**config.mk**
```make
export PLATFORM = sky130hd
export DESIGN_NAME = mdlc_regs
export DESIGN_NICKNAME = d
export VERILOG_FILES = /design/src/verilog/mdlc_pkg.sv /design/src/verilog/mdlc_lock_if.sv /design/src/verilog/mdlc_lock_unit.sv /design/src/verilog/mdlc_regs.sv
export SDC_FILE = /design/constraint.sdc
export NUM_CORES = 1
export LEC_CHECK = 0
export BUFFER_PORTS_ARGS = -buffer_cell sky130_fd_sc_hd__buf_2
export CORE_MARGIN = 2
export CORE_UTILIZATION = 35
export CTS_CLUSTER_SIZE = 30
export DETAILED_ROUTE_END_ITERATION = 12
export PLACE_DENSITY = 0.59
export SKIP_LAST_GASP = 1
export SYNTH_ARGS = -nofsm -noshare
export SYNTH_HDL_FRONTEND = slang
export SYNTH_SLANG_ARGS = --single-unit
```
**constraint.sdc**
```tcl
create_clock -name ref_clk -period 1.61 [get_ports ref_clk]
set_clock_uncertainty 0.1 [all_clocks]
set_input_delay 0.0805 -clock ref_clk [delete_from_list [all_inputs] [get_ports ref_clk]]
set_output_delay 0.0805 -clock ref_clk [all_outputs]
set_load 0.02 [all_outputs]
```
**src/verilog/mdlc_pkg.sv**
```systemverilog
// constants of the motor driver lock and configuration register bank
package mdlc_pkg;
    localparam int unsigned MDLC_ADDR_W = 6;
    localparam int unsigned MDLC_DATA_W = 8;
    localparam int unsigned MDLC_LOCK_W = 3;
    // register offsets
    localparam logic [5:0] MDLC_OFS_LOCK = 6'h03;
    localparam logic [5:0] MDLC_OFS_CFG = 6'h04;
    // reset values
    localparam logic [7:0] MDLC_RST_LOCK = 8'h00;
    localparam logic [7:0] MDLC_RST_CFG = 8'h60;
    // lock field codes
    localparam logic [2:0] MDLC_CODE_LOCK = 3'h6;
    localparam logic [2:0] MDLC_CODE_UNLOCK = 3'h3;
    // config register field positions
    localparam int unsigned MDLC_CFG_RSV_HI = 7;
    localparam int unsigned MDLC_CFG_RSV_LO = 6;
    localparam int unsigned MDLC_CFG_SDO = 5;
    localparam int unsigned MDLC_CFG_SLEW_HI = 4;
    localparam int unsigned MDLC_CFG_SLEW_LO = 3;
    localparam int unsigned MDLC_CFG_PWM_HI = 2;
    localparam int unsigned MDLC_CFG_PWM_LO = 1;
    localparam int unsigned MDLC_CFG_CLR = 0;
    // driver type of the serial data output
    typedef enum logic
    {
        MDLC_SDO_OPEN_DRAIN = 1'b0,
        MDLC_SDO_PUSH_PULL = 1'b1
    } mdlc_sdo_t;
    // phase output edge rate
    typedef enum logic [1:0]
    {
        MDLC_SLEW_25 = 2'h0,
        MDLC_SLEW_50 = 2'h1,
        MDLC_SLEW_125 = 2'h2,
        MDLC_SLEW_200 = 2'h3
    } mdlc_slew_t;
    // pwm input scheme
    typedef enum logic [1:0]
    {
        MDLC_PWM_6X = 2'h0,
        MDLC_PWM_6X_ILIM = 2'h1,
        MDLC_PWM_3X = 2'h2,
        MDLC_PWM_3X_ILIM = 2'h3
    } mdlc_pwm_t;
endpackage

```
**src/verilog/mdlc_lock_if.sv**
```systemverilog
// carrier between the register bank and its lock unit
`timescale 1ns/1ps
interface mdlc_lock_if;
    logic wr_stb;
    logic [2:0] wr_code;
    logic locked;
    logic [2:0] code;
    modport bank (output wr_stb, output wr_code, input locked, input code);
    modport unit (input wr_stb, input wr_code, output locked, output code);
endinterface // mdlc_lock_if

```
**src/verilog/mdlc_lock_unit.sv**
```systemverilog
// lock state and lock field of the register bank
`timescale 1ns/1ps
module mdlc_lock_unit
    import mdlc_pkg::*;
(
    // clock and reset
    input wire logic ref_clk,
    input wire logic sys_rst,
    // bank side
    mdlc_lock_if.unit lk
);
    logic locked_q;
    logic locked_d;
    logic [2:0] code_q;
    logic [2:0] code_d;

    // lock field write: always taken, state changes only on the two codes
    always_comb
    begin
        locked_d = locked_q;
        code_d = code_q;
        if (lk.wr_stb)
        begin
            code_d = lk.wr_code;
            if (lk.wr_code == MDLC_CODE_LOCK)
            begin
                locked_d = 1'b1;
            end
            else if (lk.wr_code == MDLC_CODE_UNLOCK)
            begin
                locked_d = 1'b0;
            end
            // other codes keep the state
        end
    end

    // state registers
    always_ff @(posedge ref_clk)
    begin
        if (sys_rst)
        begin
            locked_q <= 1'b0;
            code_q <= MDLC_RST_LOCK[2:0];
        end
        else
        begin
            locked_q <= locked_d;
            code_q <= code_d;
        end
    end

    assign lk.locked = locked_q;
    assign lk.code = code_q;
endmodule // mdlc_lock_unit

```
**src/verilog/mdlc_regs.sv**
```systemverilog
// lock and driver configuration registers of the motor driver register map
`timescale 1ns/1ps
module mdlc_regs
(
    // clock and reset
    input wire logic ref_clk,
    input wire logic sys_rst,
    // register access from the serial frame decoder
    input wire logic wr_stb,
    input wire logic rd_stb,
    input wire logic [mdlc_pkg::MDLC_ADDR_W-1:0] addr,
    input wire logic [mdlc_pkg::MDLC_DATA_W-1:0] wr_data,
    output logic [mdlc_pkg::MDLC_DATA_W-1:0] rd_data,
    output logic rd_valid,
    output logic wr_ignored,
    // configuration to the driver
    output logic regs_locked,
    output mdlc_pkg::mdlc_sdo_t serial_out_driver_type,
    output mdlc_pkg::mdlc_slew_t slew_sel,
    output mdlc_pkg::mdlc_pwm_t pwm_mode,
    output logic fault_flag_clear
);
    import mdlc_pkg::*;

    // offset match of one register
    function automatic logic ofs_hit(input logic [5:0] a, input logic [5:0] ofs);
        ofs_hit = (a == ofs);
    endfunction

    // reserved pair of a configuration byte
    function automatic logic [1:0] cfg_rsv(input logic [7:0] v);
        cfg_rsv = v[MDLC_CFG_RSV_HI:MDLC_CFG_RSV_LO];
    endfunction

    // serial output driver type of a configuration byte
    function automatic mdlc_sdo_t cfg_sdo(input logic [7:0] v);
        cfg_sdo = mdlc_sdo_t'(v[MDLC_CFG_SDO]);
    endfunction

    // edge-rate code of a configuration byte
    function automatic mdlc_slew_t cfg_slew(input logic [7:0] v);
        cfg_slew = mdlc_slew_t'(v[MDLC_CFG_SLEW_HI:MDLC_CFG_SLEW_LO]);
    endfunction

    // pwm scheme code of a configuration byte
    function automatic mdlc_pwm_t cfg_pwm(input logic [7:0] v);
        cfg_pwm = mdlc_pwm_t'(v[MDLC_CFG_PWM_HI:MDLC_CFG_PWM_LO]);
    endfunction

    // clear command bit of a configuration byte
    function automatic logic cfg_clr(input logic [7:0] v);
        cfg_clr = v[MDLC_CFG_CLR];
    endfunction

    // readback of the configuration fields, the clear bit always shows 0
    function automatic logic [7:0] cfg_image(input logic [1:0] rsv, input mdlc_sdo_t sdo,
        input mdlc_slew_t slew, input mdlc_pwm_t pwm);
        cfg_image = {rsv, sdo, slew, pwm, 1'b0};
    endfunction

    // readback of the lock register, upper bits always 0
    function automatic logic [7:0] lock_image(input logic [2:0] code);
        lock_image = {5'h00, code};
    endfunction

    // carrier to the lock unit
    mdlc_lock_if lk ();

    // configuration fields and clear pulse
    logic [1:0] rsv_q;
    logic [1:0] rsv_d;
    mdlc_sdo_t sdo_q;
    mdlc_sdo_t sdo_d;
    mdlc_slew_t slew_q;
    mdlc_slew_t slew_d;
    mdlc_pwm_t pwm_q;
    mdlc_pwm_t pwm_d;
    logic clr_q;
    logic clr_d;

    // read answer and refusal pulse
    logic [7:0] rd_data_q;
    logic [7:0] rd_data_d;
    logic rd_valid_q;
    logic rd_valid_d;
    logic ign_q;
    logic ign_d;

    // decode and write qualifiers
    logic hit_lock;
    logic hit_cfg;
    logic cfg_wr;
    logic wr_refused;
    logic [7:0] cfg_now;

    // address decode
    assign hit_lock = ofs_hit(addr, MDLC_OFS_LOCK);
    assign hit_cfg = ofs_hit(addr, MDLC_OFS_CFG);

    // lock field is reachable in either state, bits 7 to 3 dropped
    assign lk.wr_stb = wr_stb && hit_lock;
    assign lk.wr_code = wr_data[2:0];

    // config writes only land while unlocked
    assign cfg_wr = wr_stb && hit_cfg && !lk.locked;

    // write refused by the lock, lock register excepted
    assign wr_refused = wr_stb && lk.locked && !hit_lock;

    // readback image of the configuration register
    assign cfg_now = cfg_image(rsv_q, sdo_q, slew_q, pwm_q);

    mdlc_lock_unit u_lock
    (
        .ref_clk(ref_clk),
        .sys_rst(sys_rst),
        .lk(lk)
    );

    // next value of the configuration register and clear pulse
    always_comb
    begin
        rsv_d = rsv_q;
        sdo_d = sdo_q;
        slew_d = slew_q;
        pwm_d = pwm_q;
        // the clear command lasts one cycle, so software never writes it back
        clr_d = 1'b0;
        if (cfg_wr)
        begin
            // a locked write never reaches here, so its clear bit is dropped too
            rsv_d = cfg_rsv(wr_data);
            sdo_d = cfg_sdo(wr_data);
            slew_d = cfg_slew(wr_data);
            pwm_d = cfg_pwm(wr_data);
            clr_d = cfg_clr(wr_data);
        end
    end

    // configuration registers
    always_ff @(posedge ref_clk)
    begin
        if (sys_rst)
        begin
            // reset image: push-pull output, slowest edge, six-input pwm
            rsv_q <= cfg_rsv(MDLC_RST_CFG);
            sdo_q <= cfg_sdo(MDLC_RST_CFG);
            slew_q <= cfg_slew(MDLC_RST_CFG);
            pwm_q <= cfg_pwm(MDLC_RST_CFG);
            clr_q <= cfg_clr(MDLC_RST_CFG);
        end
        else
        begin
            rsv_q <= rsv_d;
            sdo_q <= sdo_d;
            slew_q <= slew_d;
            pwm_q <= pwm_d;
            clr_q <= clr_d;
        end
    end

    // read mux, unmapped offsets read as zero
    always_comb
    begin
        rd_data_d = rd_data_q;
        rd_valid_d = rd_stb;
        // refusal pulse follows the refused write by one cycle
        ign_d = wr_refused;
        if (rd_stb)
        begin
            // a write in the same cycle is not yet visible here
            rd_data_d = 8'h00;
            if (hit_lock)
            begin
                rd_data_d = lock_image(lk.code);
            end
            else if (hit_cfg)
            begin
                // clear bit always reads back as 0
                rd_data_d = cfg_now;
            end
        end
    end

    // read answer registers
    always_ff @(posedge ref_clk)
    begin
        if (sys_rst)
        begin
            rd_data_q <= 8'h00;
            rd_valid_q <= 1'b0;
            ign_q <= 1'b0;
        end
        else
        begin
            rd_data_q <= rd_data_d;
            rd_valid_q <= rd_valid_d;
            ign_q <= ign_d;
        end
    end

    // outputs
    assign rd_data = rd_data_q;
    assign rd_valid = rd_valid_q;
    assign wr_ignored = ign_q;
    assign regs_locked = lk.locked;
    assign serial_out_driver_type = sdo_q;
    assign slew_sel = slew_q;
    assign pwm_mode = pwm_q;
    assign fault_flag_clear = clr_q; // one-cycle clear command
endmodule // mdlc_regs

```
== Word level (Yosys, flattened, before mapping) ==
Index checks and enable logic that the tools add are counted.
Cells by class
  equal/unequal tests: 4
  muxes and demuxes: 4
  bitwise operators: 1
  reductions and logical operators: 10
Operators with widths (number)
  $mux W8: 2
  $eq A6 B2 Y1 const B: 1
  $eq A6 B3 Y1 const B: 1
  $logic_and A1 B1 Y1: 5
  $eq A3 B2 Y1 const B: 1
  $eq A3 B3 Y1 const B: 1
  $logic_not A1 Y1: 2
  $mux W1: 2
  $reduce_and A2 Y1: 1
  $reduce_bool A2 Y1: 1
  $reduce_or A2 Y1: 1
  $not A1 Y1: 1
Storage, ports and cells
  register bits: 22
  output and inout bits: 17
  word-level logic and storage cells: 29

== Depth between registers and ports, before layout ==
  depth after elaboration: 5
  gate-level depth with buffers: 5

== Hierarchy ==
From an unflattened synthesis, not the netlist that was laid out.
Second synthesis, totals
  cells, all modules: 96
  area, all modules: 942.2 µm²
Modules (own cells, without submodules)
  mdlc_regs: times used 1, cells each 81, area an instance 789.5 µm²
  mdlc_lock_unit: times used 1, cells each 15, area an instance 152.6 µm²

== Worst setup path after synthesis ==
OpenSTA, ideal clock, no wires.
  path kind: reg-to-reg
  start point: register u_lock.locked_q (netlist: u_lock.lk.locked)
  end point: register pwm_q[0] (netlist: pwm_mode[0])
  setup time: 72 ps
  arrival: 1038 ps
  data required time: 1438 ps
  setup slack: 400 ps
  cell stages (with the launch flop): 4
  cell sequence: dfxtp_1 -> nor4b_4 -> buf_6 -> mux2i_1
On the way
  cells in the longest elaborated chain, start to end: 2
RTL lines
  start: declaration: line mdlc_lock_unit.sv:12  | logic locked_q;
  start signal: assignment: line mdlc_lock_unit.sv:47  | locked_q <= locked_d;
  $logic_not A1 Y1: line mdlc_regs.sv:105  | assign cfg_wr = wr_stb && hit_cfg && !lk.locked;
  $logic_and A1 B1 Y1: line mdlc_regs.sv:105
  end signal: assignment: line mdlc_regs.sv:149  | pwm_q <= cfg_pwm(MDLC_RST_CFG);
  end signal: assignment: line mdlc_regs.sv:157  | pwm_q <= pwm_d;
  end: declaration: line mdlc_regs.sv:76  | mdlc_pwm_t pwm_q;
Every way passes these cells.
A chain may end at the register's enable or synchronous reset.

== Worst setup path in the final report ==
  start point: input wr_stb
  end point: register slew_q[0] (netlist: slew_sel[0])
On the way
  cells in the longest elaborated chain, start to end: 2
RTL lines
  start: declaration: line mdlc_regs.sv:9  | input wire logic wr_stb,
  $logic_and A1 B1 Y1 (2 in series): line mdlc_regs.sv:105
  end signal: assignment: line mdlc_regs.sv:148  | slew_q <= cfg_slew(MDLC_RST_CFG);
  end signal: assignment: line mdlc_regs.sv:156  | slew_q <= slew_d;
  end: declaration: line mdlc_regs.sv:74  | mdlc_slew_t slew_q;
Every way passes these cells.

==> parameters.txt <==
Parameter                              Value

Detailed routing
  Starting DRT DRC Count    12
  Length of the first detailed-routing pass in iterations    4
  DRC violation count after routing    0
  WL/cell    approximately 13 um
  Total routed wirelength    2300 um
  Number of nets with antenna violations after routing    0
  Ratio of routed vias to standard cells    5.07
  Via Count    923

Global routing
  Number of antenna violations at the first check in global routing    0
  Largest net degree at the start of global routing    21
  Global-route congestion overflow total    0
  Number of global-route vias before repair    roughly 900
  Combined global-route utilization of all metal layers    15.2%
  First-pass GRT wire length    just under 4000 um

CTS
  Clock Pin Slew Worst Setup and Hold Paths    ~0.11 ns
  Clk Tree Root Cell    sky130_fd_sc_hd__clkbuf_4
  Clock sink count    22
  # H-tree levels    1
  Number of buffers created by CTS    3
  # resized after CTS    0
  CTS tree    yes
  Clock insertion delay at the later pin of the skew report    0.29 ns
  CTS Buffer Depth    2

Die
  Core area    2710 sq um
  Chip height    57.0 um
  Overall die width    57.0 um
  Initial Utilization    36.3%
  I/O pin count    35
  Die outline area    between 3000 and 4000 sq um
  Num rows    19

Critical path
  Critical path's largest stage delay    0.53 ns
  Kind of cell adding the most delay to the critical path    buffers and inverters
  Critical path start-end classification    primary input to flop
  Critical-path top delay cell    sky130_fd_sc_hd__dlygate4sd3_1
  CP cell instances    dlygate4sd3_1 > buf_2 > inv_1 > nor4b_4 > buf_4 > mux2i_1
  Max FO, Critical Path    7
  Number of buffer and inverter stages on the critical path    4
  Start of the worst register-to-register path    u_lock.lk.locked
  Data arrival time of the critical path    approximately 1.5 ns
  Launch point of the critical path    wr_stb
  Launching element type of the critical path    primary input
  Setup crit end kind    flop
  Required @ worst endpoint    1.74 ns

STA
  Unrepaired setup endpoints after global routing    no
  Period utilisation layout    86.6%
  Maximum clock frequency    717 MHz
  Normalized max-slew margin    58.0%
  Clock period minus final worst setup slack    1.39 ns
  Transition at the pin with the smallest max-transition slack    0.621 ns
  Number of max-slew violations in the final report    0
  Total of endpoints with negative setup slack in the final report    0
  Worst Setup Slack, final    between 0.2 and 0.25 ns
  Hold Vio Cnt, Final    0
  Setup tns final    0 ns

Synth
  Post-synth top area cell    sky130_fd_sc_hd__dfxtp_1
  Top-area cell type share of the netlist area    44.7%
  Distinct cell type count after synthesis    26
  Number of standard cells after synthesis    109
  Largest cells by area after synthesis    sky130_fd_sc_hd__dfxtp_1 45%, sky130_fd_sc_hd__mux2i_1 7.1%, sky130_fd_sc_hd__a21oi_1 5.6%
  Yosys reg bits    22
  Post-synthesis instance area    985 sq um
  Proportion of synthesized chip area in sequential cells    between 40% and 50%
  Syn nets    between 100 and 150
  Syn avg cell area    around 9 sq um
  Count of yosys warnings during synthesis    0

Flow run
  Number of max-cap violations    0

Power and ir drop
  P_leak    0.524 nW
  Peak ir drop on the vdd network    0.000357 V
  Power density over the cells    702 nW/um^2

Cells and area
  Layout overhead on the synthesized area    31.4%
  Fraction of layout instances using a drive strength above 1    29.1%
  Antenna diode count    0
  Number of nets in the layout    approximately 170

Placement
  Worst setup slack after placement    0.189 ns
  Final Wtd Congestion    0.766
  HPWL reported at the end of detailed placement    roughly 1600 um
  Port buffer count    34

Status
  Result of the run    finished, final reports clean

Min path
  Path category of the worst min-delay check    primary input to flop
  Launch instance of the worst min-delay path    addr[4]
## cells in the final DEF, fill, tap and decap left out, types with 2 or more instances in the layout
cell                             n
sky130_fd_sc_hd__buf_2          34
sky130_fd_sc_hd__dfxtp_1        22
sky130_fd_sc_hd__nand2_1        14
sky130_fd_sc_hd__a21oi_1        11
sky130_fd_sc_hd__dlygate4sd3_1   9
sky130_fd_sc_hd__nand4_1         8
sky130_fd_sc_hd__nand2b_1        7
sky130_fd_sc_hd__mux2i_1         7
sky130_fd_sc_hd__nor2_1          6
sky130_fd_sc_hd__nand3_1         5
sky130_fd_sc_hd__inv_1           3
sky130_fd_sc_hd__o31ai_1         3
sky130_fd_sc_hd__clkbuf_4        3
sky130_fd_sc_hd__buf_4           3
sky130_fd_sc_hd__nor2b_1         2
sky130_fd_sc_hd__nand3b_1        2
sky130_fd_sc_hd__a311oi_1        2
## synth_stat cells (all sizes together)
cell,number
dfxtp,22
nand2,14
a21oi,11
nand4,8
mux2i,7
nand2b,7
nor2,6
clkbuf,5
nand3,5
inv,3
o31ai,3
a311oi,2
buf,2
nand3b,2
nor2b,2
nor3,2
nor3b,2
nor4b,2
and3b,1
and4b,1
o211ai,1
or3,1
## state kept, by name, summed over array words and instances (netlist names)
signal	flops
rd_data	8
u_lock.lk.code	3
pwm_mode	2
rsv_q	2
slew_sel	2
fault_flag_clear	1
rd_valid	1
serial_out_driver_type	1
u_lock.lk.locked	1
wr_ignored	1
## path summary, 6_finish.rpt
| path | to | slack [ns] | cells after the start |
|---|---|---|---|
| max | slew_sel[0] | 0.22 | 6 |
| min reg2reg | rd_data[4] | 0.37 | 2 |
| min | u_lock.lk.code[1] | 0.03 | 4 |
| max reg2reg | slew_sel[0] | 0.36 | 3 |
## logic make-up after synthesis
kind of cell	synth area share (%)
AO/OA/AOI/OAI	10.4
AND/OR/NAND/NOR	33.0
multiplexers	7.12
flip-flops	44.7
buffers and inverters	4.70
## cell type report
cell class              count  area, sq um
fillers                   282         1420
repair buffers             46          283
well taps                  31         38.8
clock buffers               3         22.5
multi-input cells          77          498
flip-flops and latches     22          440
inverters                   3         11.3
## repair_timing
item,in CTS,in global routing
endpoints found under the hold margin,11,0
buffers inserted,0,0
hold buffers,9,0
## routing by layer
layer  up-vias  track usage, %  wire length [um]
li1        471               -                 -
met1       421            20.0              1050
met5         -               0                 0
met4         0            5.98                13
met2        29            24.5              1080
met3         2            3.17               149
## metrics by stage
stage / area (sq um) / util, % / instances / hold slack, ns / power [mW]
floorplan: 985 / - / 109 / 0.0988 / 0.618
global placement: 1180 / 43.6 / 170 / 0.229 / 0.662
detailed placement: 1180 / 43.6 / 170 / 0.241 / 0.665
CTS: 1290 / 47.7 / 182 / 0.0202 / 0.918
global route: 1290 / 47.7 / 182 / 0.0349 / 0.958
finish: 1290 / 47.7 / 182 / 0.0317 / 0.908
## report_power, final
| group | internal, mW | leakage, nW | total [mW] | switching, mW |
|---|---|---|---|---|
| combinational | 0.0533 | 0.333 | 0.117 | 0.0637 |
| clock | 0.0870 | 0.0138 | 0.239 | 0.152 |
| sequential | 0.549 | 0.178 | 0.552 | 0.00262 |
## worst register-to-register path, delay by kind of cell (launching register included)
family | cells | cell delay, ns
muxes | 1 | 0.20
buffers and inverters | 1 | 0.22
DFF | 1 | 0.40
and+or+nand+nor | 1 | 0.28
Note: power is estimated with default switching activity, not from simulation.
